===== config.mk =====
export PLATFORM = sky130hd
export DESIGN_NAME = ispu_top
export DESIGN_NICKNAME = d
export VERILOG_FILES = /design/src/verilog/ispu_pkg.sv /design/src/verilog/ispu_pend_cell.sv /design/src/verilog/ispu_top.sv
export SDC_FILE = /design/constraint.sdc
export NUM_CORES = 1
export LEC_CHECK = 0
export BUFFER_PORTS_ARGS = -buffer_cell sky130_fd_sc_hd__buf_2
export CAP_MARGIN = 20
export CELL_PAD_IN_SITES_DETAIL_PLACEMENT = 1
export CELL_PAD_IN_SITES_GLOBAL_PLACEMENT = 1
export CORE_MARGIN = 2
export CORE_UTILIZATION = 25
export CTS_CLUSTER_SIZE = 40
export DETAILED_ROUTE_END_ITERATION = 8
export PLACE_DENSITY_LB_ADDON = 0.1
export SYNTH_ARGS = -nofsm -noshare
export SYNTH_HDL_FRONTEND = slang
export SYNTH_SLANG_ARGS = --single-unit

===== constraint.sdc =====
create_clock -name i_mclk -period 2.3 [get_ports i_mclk]
set_clock_uncertainty 0.05 [all_clocks]
set_input_delay 0.345 -clock i_mclk [delete_from_list [all_inputs] [get_ports i_mclk]]
set_output_delay 0.345 -clock i_mclk [all_outputs]
set_load 0.01 [all_outputs]

===== src/verilog/ispu_pkg.sv =====
package ispu_pkg;

  // ----------------------------------------------------------------
  // Register map (byte addresses, one aligned word each)
  // ----------------------------------------------------------------
  localparam logic [7:0] ISPU_OFS_FORCE = 8'h00;
  localparam logic [7:0] ISPU_OFS_DROP = 8'h04;
  localparam logic [7:0] ISPU_OFS_ENABLE = 8'h08;
  localparam logic [7:0] ISPU_OFS_EVT_STAT = 8'h10;
  localparam logic [7:0] ISPU_OFS_EVT_CLR = 8'h14;
  localparam logic [7:0] ISPU_OFS_EVT_EN = 8'h18;

  // ----------------------------------------------------------------
  // Sizes and reset values
  // ----------------------------------------------------------------
  localparam int ISPU_N_IRQ = 32;
  localparam int ISPU_FIRST_IRQ = 32;
  localparam int ISPU_ADR_W = 8;
  localparam logic [31:0] ISPU_RST_PEND = 32'h0000_0000;
  localparam logic [31:0] ISPU_RST_ENABLE = 32'h0000_0000;
  localparam logic [2:0] ISPU_RST_EVT = 3'h0;

  // ----------------------------------------------------------------
  // Event status field positions
  // ----------------------------------------------------------------
  localparam int ISPU_EVT_FORCED = 0;
  localparam int ISPU_EVT_FORCE_IGN = 1;
  localparam int ISPU_EVT_DROP_IGN = 2;
  localparam int ISPU_N_EVT = 3;

  // Event pulses raised by register writes
  typedef struct packed {
    logic drop_ign;
    logic force_ign;
    logic forced;
  } ispu_evt_t;

endpackage


===== src/verilog/ispu_pend_cell.sv =====
`timescale 1ns/100ps
// One pending flag of one interrupt source
module ispu_pend_cell
  import ispu_pkg::*;
(
  input wire logic i_mclk,
  input wire logic i_nrst,
  input wire logic i_force,
  input wire logic i_drop,
  input wire logic i_hw_set,
  input wire logic i_enabled,
  input wire logic i_active,
  output logic o_pend
);

  logic pend_q;
  logic pend_d;
  logic set_ok;
  logic drop_ok;

  // Force only when enabled and not yet pending
  assign set_ok = (i_force & i_enabled & ~pend_q) | i_hw_set;
  // Drop only when not in service
  assign drop_ok = i_drop & ~i_active;

  // Set wins over a clear in the same cycle
  always_comb
  begin
    pend_d = pend_q;
    if (set_ok)
    begin
      pend_d = 1'b1;
    end
    else if (drop_ok)
    begin
      pend_d = 1'b0;
    end
  end

  // Pending flag
  always_ff @(posedge i_mclk or negedge i_nrst)
  begin
    if (!i_nrst)
    begin
      pend_q <= 1'b0;
    end
    else
    begin
      pend_q <= pend_d;
    end
  end

  assign o_pend = pend_q;

endmodule


===== src/verilog/ispu_top.sv =====
// Decided for this implementation: the placing of the registers and the Wishbone register port.
`timescale 1ns/100ps
module ispu_top
  import ispu_pkg::*;
#(
  parameter int N_IRQ = ISPU_N_IRQ
)
(
  input wire logic i_mclk,
  input wire logic i_nrst,
  input wire logic i_wb_cyc,
  input wire logic i_wb_stb,
  input wire logic i_wb_we,
  input wire logic [ISPU_ADR_W-1:0] i_wb_adr,
  input wire logic [3:0] i_wb_sel,
  input wire logic [31:0] i_wb_dat,
  output logic [31:0] o_wb_dat,
  output logic o_wb_ack,
  input wire logic [N_IRQ-1:0] i_src_set,
  input wire logic [N_IRQ-1:0] i_src_active,
  output logic [N_IRQ-1:0] o_irq_req,
  output logic o_irq
);

  // ----------------------------------------------------------------
  // Elaboration check
  // ----------------------------------------------------------------
  if (N_IRQ < 1 || N_IRQ > 32)
  begin : g_bad_n
    $error("N_IRQ must lie between 1 and 32");
  end

  // Pending cells always clear to zero
  if (ISPU_RST_PEND != 32'h0000_0000)
  begin : g_bad_rst
    $error("Pending reset value must be zero");
  end

  // ----------------------------------------------------------------
  // Declarations
  // ----------------------------------------------------------------
  // Bus side
  logic ack_q;
  logic [31:0] rdat_q;
  logic [31:0] rdat_d;
  logic wr_stb;
  logic [31:0] wmask;
  logic [31:0] wbits;
  // Pending and enable state
  logic [N_IRQ-1:0] pend;
  logic [N_IRQ-1:0] force_w;
  logic [N_IRQ-1:0] drop_w;
  logic [N_IRQ-1:0] enable_q;
  // Event logging
  logic [ISPU_N_EVT-1:0] evt_stat_q;
  logic [ISPU_N_EVT-1:0] evt_en_q;
  logic [ISPU_N_EVT-1:0] evt_clr;
  ispu_evt_t evt;

  // ----------------------------------------------------------------
  // Wishbone slave
  // ----------------------------------------------------------------
  // Write takes effect on the edge where ack is high
  assign wr_stb = i_wb_cyc & i_wb_stb & i_wb_we & ack_q;
  assign wmask = {{8{i_wb_sel[3]}}, {8{i_wb_sel[2]}}, {8{i_wb_sel[1]}}, {8{i_wb_sel[0]}}};
  assign wbits = i_wb_dat & wmask;

  // Ack one cycle after the request, dropped the cycle after
  always_ff @(posedge i_mclk or negedge i_nrst)
  begin
    if (!i_nrst)
    begin
      ack_q <= 1'b0;
    end
    else
    begin
      ack_q <= i_wb_cyc & i_wb_stb & ~ack_q;
    end
  end

  // Read mux, unmapped reads as zero
  always_comb
  begin
    rdat_d = 32'h0000_0000;
    if (i_wb_adr == ISPU_OFS_FORCE || i_wb_adr == ISPU_OFS_DROP)
    begin
      rdat_d[N_IRQ-1:0] = pend;
    end
    else if (i_wb_adr == ISPU_OFS_ENABLE)
    begin
      rdat_d[N_IRQ-1:0] = enable_q;
    end
    else if (i_wb_adr == ISPU_OFS_EVT_STAT)
    begin
      rdat_d[ISPU_N_EVT-1:0] = evt_stat_q;
    end
    else if (i_wb_adr == ISPU_OFS_EVT_EN)
    begin
      rdat_d[ISPU_N_EVT-1:0] = evt_en_q;
    end
  end

  // Read data captured with the ack
  always_ff @(posedge i_mclk or negedge i_nrst)
  begin
    if (!i_nrst)
    begin
      rdat_q <= 32'h0000_0000;
    end
    else if (i_wb_cyc & i_wb_stb & ~i_wb_we & ~ack_q)
    begin
      rdat_q <= rdat_d;
    end
  end

  // Bus outputs straight from flip-flops
  assign o_wb_ack = ack_q;
  assign o_wb_dat = rdat_q;

  // ----------------------------------------------------------------
  // Write decode
  // ----------------------------------------------------------------
  // One-cycle write strobes per source
  // Zero bits of a write touch no cell
  always_comb
  begin
    force_w = '0;
    drop_w = '0;
    evt_clr = '0;
    if (wr_stb && i_wb_adr == ISPU_OFS_FORCE)
    begin
      force_w = wbits[N_IRQ-1:0];
    end
    else if (wr_stb && i_wb_adr == ISPU_OFS_DROP)
    begin
      drop_w = wbits[N_IRQ-1:0];
    end
    else if (wr_stb && i_wb_adr == ISPU_OFS_EVT_CLR)
    begin
      evt_clr = wbits[ISPU_N_EVT-1:0];
    end
  end

  // Enable register, byte lanes honoured
  always_ff @(posedge i_mclk or negedge i_nrst)
  begin
    if (!i_nrst)
    begin
      enable_q <= ISPU_RST_ENABLE[N_IRQ-1:0];
    end
    else if (wr_stb && i_wb_adr == ISPU_OFS_ENABLE)
    begin
      enable_q <= (enable_q & ~wmask[N_IRQ-1:0]) | wbits[N_IRQ-1:0];
    end
  end

  // ----------------------------------------------------------------
  // Pending flags, one cell per source
  // ----------------------------------------------------------------
  // Hardware sets bypass the enable, software forces do not
  for (genvar g = 0; g < N_IRQ; g++)
  begin : g_cell
    ispu_pend_cell u_cell (
      .i_mclk(i_mclk),
      .i_nrst(i_nrst),
      .i_force(force_w[g]),
      .i_drop(drop_w[g]),
      .i_hw_set(i_src_set[g]),
      .i_enabled(enable_q[g]),
      .i_active(i_src_active[g]),
      .o_pend(pend[g])
    );
  end

  // Requests to the priority logic
  assign o_irq_req = pend & enable_q;

  // ----------------------------------------------------------------
  // Event status and interrupt
  // ----------------------------------------------------------------
  // Which writes did or did not take effect
  assign evt.forced = |(force_w & enable_q & ~pend);
  assign evt.force_ign = |(force_w & ~(enable_q & ~pend));
  assign evt.drop_ign = |(drop_w & i_src_active);

  // Sticky status, set wins over clear
  always_ff @(posedge i_mclk or negedge i_nrst)
  begin
    if (!i_nrst)
    begin
      evt_stat_q <= ISPU_RST_EVT;
    end
    else
    begin
      evt_stat_q <= (evt_stat_q & ~evt_clr) | evt;
    end
  end

  // Event enable register
  always_ff @(posedge i_mclk or negedge i_nrst)
  begin
    if (!i_nrst)
    begin
      evt_en_q <= ISPU_RST_EVT;
    end
    else if (wr_stb && i_wb_adr == ISPU_OFS_EVT_EN)
    begin
      evt_en_q <= wbits[ISPU_N_EVT-1:0];
    end
  end

  // Level interrupt while an enabled event is flagged
  assign o_irq = |(evt_stat_q & evt_en_q);

endmodule


==> results of run 1 <==
worst max-delay path, delay by kind of cell, from the launching register on:
family          cells  cell delay [ps]
compound gates      3              670
buf+inv             1              180
flops               1              430
simple gates        3              710
final timing paths:
| check | start | end | slack (ps) | cells past startpoint |
|---|---|---|---|---|
| setup / recovery | flip-flop | evt_stat_q[0] | 140 | 7 |
| hold / removal | i_src_set[27] | g_cell[27].u_cell.o_pend | 130 | 2 |
| setup reg to reg | flip-flop | evt_stat_q[0] | 140 | 7 |
| hold reg to reg | o_wb_ack | o_wb_ack | 450 | 1 |
| max in group asynchronous | i_nrst | g_cell[13].u_cell.o_pend | 1200 | 3 |
| min in group asynchronous | i_nrst | o_wb_dat[27] | 430 | 2 |
final cells by class:
cell class	instances	area, sq um	share of cell area, %
repair buffers	208	1221	16.55
clock buffers	9	225.2	3.052
clock inverters	7	95.09	1.289
multi-input cells	432	2816	38.17
flip-flops and latches	103	2577	34.93
inverters	24	90.09	1.221
diodes	1	2.502	0.03392
well taps	280	350.3	4.748
placed cells by master, fill, tap and decap left out, types with 3 or more instances in the layout:
cell / instances
nor2_1: 56
nand4_1: 7
a22oi_1: 43
a222oi_1: 8
buf_2: 177
nor3_1: 7
or4_1: 3
nand2_1: 50
a21oi_1: 35
clkbuf_16: 9
buf_12: 8
dfrtp_1: 103
a31oi_1: 6
buf_4: 22
and3_1: 4
o22ai_1: 3
a221o_1: 24
and3b_1: 5
nand4b_1: 20
mux2_2: 31
and2_1: 33
a41oi_1: 5
nor3b_1: 6
nand2b_1: 13
nor2_2: 3
nand3_1: 11
inv_1: 24
o21ai_0: 28
nor2b_1: 9
what timing repair did:
item,4_1_cts,5_1_grt
endpoints found under the setup margin,1,0
gates resized for setup,1,0
endpoints found under the hold margin,26,0
hold buffers,1,0
layer usage:
metal,global-route usage [%],vias up,share of wire [%]
li1,-,2565,-
met1,27.26,2739,48
met2,29.80,161,46
met3,3.657,19,5.1
met4,5.115,0,1.5
met5,0,-,0
cell families after synthesis:
logic type | synth area share (%)
AND/OR/NAND/NOR | 23.45
AO/OA/AOI/OAI | 20.58
flip-flops | 46.32
buffers and inverters | 3.373
multiplexers | 6.274
power by group:
group | switching, mW | total [mW] | internal (mW) | leakage (nW)
clock network | 0.750 | 1.71 | 0.960 | 0.156
registers | 0.0632 | 1.98 | 1.92 | 1.20
logic | 0.359 | 0.615 | 0.256 | 1.89
per-stage QoR:
stage          area (sq um)  setup slack, ps  hold WS [ps]  instances
2_1_floorplan          5564            388.6       -0.5911        580
3_3_place_gp           7038           -52.55         283.0       1046
3_5_place_dp           7038           -100.6         283.4       1046
4_1_cts                7376            123.2         123.8       1063
5_1_grt                7376            16.34         133.4       1063
6_report               7378            136.7         132.9       1064
==> impl_metrics.toml, run 1 <==
[clock_network]
cts_buffers = 9
insertion_delay_ps = 360
clkSinkCount = 103
cts_tree = "built"
h-tree-depth = 3
clkSlewWorstSetupHoldPaths_ps = 80
ctsRootBufferMaster = "clkbuf_16"
cts_setup_buffers = 0
clockBufferDepth = 2

[logic_synthesis]
ys.flop_type = "dfrtp_1"
ys_seq_area_share_pct = 46.32
synth_area_sq_mm = 0.005564
synth_fp_nets = 693
synth-edff-count = 0
async_flop_share_pct = 100.0
synth_cell_type_count = 46
synth_top_area_cell = "dfrtp_1"
ys_top_cells_by_area = "dfrtp_1 (46%), mux2_2 (6.3%), a22oi_1 (5.8%)"
ys_warn_count = 0
syn_avg_cell_area_sq_um = 9.593
yosys-top-cells-count = "dfrtp_1 (103), nor2_1 (58), nand2_1 (50)"
synth_top_area_share_pct = 46.32
synth-seq-cells = 103
synth_cells = 580
synth_most_common_cell = "dfrtp_1"

[worst_setup_path]
cp_cell_sequence = "nand2_1 -> nor2_1 -> or4_1 -> o41ai_2 -> buf_4 -> a21oi_1 -> a211o_1"
cp-start-kind = "flip-flop"
cp_max_fo = 5
worstSetupEndpointType = "flip-flop"
path_class = "flip-flop to flip-flop"
arrival_ps = 2350
slowest_delay_ps = 570
worst-endpoint-required_ps = 2490
slowest_stage = "or4_1"

[floorplan]
die-area_sq_mm = 0.02347
die_h_um = 153.2
core_sq_mm = 0.02182
io_pins = 179
die_w_um = 153.2
start_util_pct = 25.50
row_count = 54

[routing]
ant_nets = 0
drt_iter0_markers = 295
vias = 5484
first_pass_iters = 6
routed_wl_um = 22450
post_drt_wl_per_cell_um = 21.09
vias_per_cell = 5.154
drc_errors = 0

[timing]
final_hold_viol_count = 0
fin_crit_sh_pct = 94.06
tns_ps = 0
worstMarginPinSlew_ps = 501.4
relSlewSlack_pct = 66.27
max_clock_freq_ghz = 0.4622
rsz0062_at_grt = "false"
setup_viol = 0
maxSlewViolCount = 0
min_period_ps = 2163

[pwr]
leakagePower_nw = 3.252
powerDensity_mw_per_mm2 = 583.6
max-vdd-ir-drop_mv = 0.3011
p_total_mw = 4.306

[global_routing]
antenna_found_initial = 1
grt-ovfl-total = 0
grt_max_degree = 65
grt_pass1_wl_um = 34700
grt_pass1_vias = 5782
grt_use_total_pct = 19.14

[finish]
nets = 891
layout-drive-gt1-share_pct = 33.72
fin_util_pct = 33.81
syn2layout_area_growth_pct = 32.61
fillers = 2569

[placement]
place_congestion = 0.8191
hpwl_um = 17050
port_buffers = 178

[status]
status = "completed"

[flow_run]
maxCapViolCount = 0

[min_path]
min_path_type = "input pin to flip-flop"
(Power assumes the default switching activity.)
==> run 2: changes to the inputs <==
RECOVER_POWER = 100   (was unset)
==> run 2 against run 1 <==
Wire length down 0.16%. First-iteration DRC count up 2.7%. Worst setup slack worse by 4.8 ps. Largest cell class unchanged. Total power down 0.79%. Sequential share of layout area up 0.79 points. Sequential power about the same. Worst hold slack about the same.
==> impl_metrics.toml, run 2 (synthesis gave the netlist of run 1 again) <==
[routing]
routed_wl_um = 22410
drc_errors = 0
vias_per_cell = 5.189
vias = 5521
drt_iter0_markers = 303
first_pass_iters = 5
post_drt_wl_per_cell_um = 21.06
ant_nets = 0

[min_path]
min_path_type = "input pin to flip-flop"

[clock_network]
clkSinkCount = 103
ctsRootBufferMaster = "clkbuf_16"
h-tree-depth = 3
clkSlewWorstSetupHoldPaths_ps = 80
cts_setup_buffers = 0
insertion_delay_ps = 360
clockBufferDepth = 2
cts_tree = "built"
cts_buffers = 9

[floorplan]
row_count = 54
io_pins = 179
start_util_pct = 25.50
die_h_um = 153.2
core_sq_mm = 0.02182
die_w_um = 153.2
die-area_sq_mm = 0.02347

[global_routing]
grt-ovfl-total = 0
grt_use_total_pct = 19.14
grt_pass1_vias = 5782
grt_use_met1_pct = 27.26
grt_max_degree = 65
antenna_found_initial = 1
busiest_layer = "met2"
grtUsageMet3_pct = 3.657
grt_pass1_wl_um = 34700
met2_usage_pct = 29.80

[timing]
setup_viol = 0
holdWs_ps = 133.1
worstMarginPinSlew_ps = 814.2
rsz0062_at_grt = "false"
maxSlewViolCount = 0
min_period_ps = 2168
final_hold_viol_count = 0
max_clock_freq_ghz = 0.4612
fin_crit_sh_pct = 94.27
relSlewSlack_pct = 45.72

[worst_setup_path]
cp_max_fo = 5
r2r_slack_ps = 130
path_class = "flip-flop to flip-flop"
worstSetupEndpointType = "flip-flop"
crit_end = "evt_stat_q[0]"
timing.rr.end = "evt_stat_q[0]"
arrival_ps = 2350
worst-endpoint-required_ps = 2490
r2r.worst_path.cells = 7
cp-start-kind = "flip-flop"

[finish]
finalInstanceArea_sq_mm = 0.007216
layout-drive-gt1-share_pct = 27.20
layout_commonest_cell = "buf_2"
fillers = 2587
nets = 891
final_cell_mix = "buf_2 (135), dfrtp_1 (103), nor2_1 (57)"
syn2layout_area_growth_pct = 29.68

[placement]
dpl_cell_area_sq_mm = 0.007038
hpwl_um = 17050
port_buffers = 178
place_congestion = 0.8191

[status]
status = "completed"

[pwr]
leakagePower_nw = 3.031
max-vdd-ir-drop_mv = 0.2993
powerDensity_mw_per_mm2 = 592.0

[flow_run]
maxCapViolCount = 0
[run 2: through the flow]
| stage | setup slack [ps] | util, % | TNS (ps) | instances | total power [mW] |
|---|---|---|---|---|---|
| after floorplan | 388.6 | - | 0 | 580 | 2.244 |
| after global placement | -52.55 | 32.25 | -52.55 | 1046 | 2.631 |
| after detailed placement | -100.6 | 32.25 | -100.6 | 1046 | 2.641 |
| after CTS | 123.2 | 33.80 | 0 | 1063 | 4.367 |
| after global routing | 15.17 | 33.05 | 0 | 1063 | 4.477 |
| final | 131.8 | 33.06 | 0 | 1064 | 4.272 |
[run 2: layout make-up]
class                           instances  area, sq um  share of cell area [%]
Clock buffer                            9        225.2                   3.121
Multi-Input combinational cell        432         2809                   38.93
Inverter                               24        90.09                   1.248
Timing Repair Buffer                  208         1066                   14.77
Antenna cell                            1        2.502                 0.03468
Tap cell                              280        350.3                   4.855
Sequential cell                       103         2577                   35.72
Clock inverter                          7        95.09                   1.318
[run 2: power by group]
group / internal [mW] / switching [mW] / total (mW) / leakage (nW)
sequential: 1.92 / 0.0680 / 1.99 / 1.20
clock: 0.960 / 0.750 / 1.71 / 0.156
combinational: 0.219 / 0.357 / 0.576 / 1.67
total: 3.10 / 1.17 / 4.27 / 3.03
[run 2: per-layer routing]
metal / vias to the layer above / share of wire (%)
met5: - / 0
met4: 0 / 1.4
met2: 180 / 46
met3: 17 / 5.4
met1: 2759 / 47
li1: 2565 / -
[run 2: how the worst min path moves through the flow]
| stage | start | cells after the start | slack, ps | end |
|---|---|---|---|---|
| 6_report | i_src_set[27] | 2 | 130 | g_cell[27].u_cell.o_pend |
| 5_1_grt | i_src_set[15] | 2 | 130 | g_cell[15].u_cell.o_pend |
| 4_1_cts | i_src_set[27] | 2 | 120 | g_cell[27].u_cell.o_pend |
| 3_5_place_dp | i_nrst | 1 | 280 | o_wb_dat[27] |
| 3_3_place_gp | i_nrst | 1 | 280 | o_wb_dat[27] |
| 2_1_floorplan | i_nrst | 0 | -0.6 | async pin |
[run 2: repair_timing]
action	in CTS	in global routing
endpoints found under the setup margin	1	0
resized for setup	1	0
hold buffers	1	0
endpoints found under the hold margin	26	0
[run 2: critical path, cell delays in order, from the launching register on]
cell and delay, ps:
dfrtp_1 430, nand2_1 90, nor2_1 50, or4_1 570, o41ai_2 350, buf_4 180, a21oi_1 60, a211o_1 270
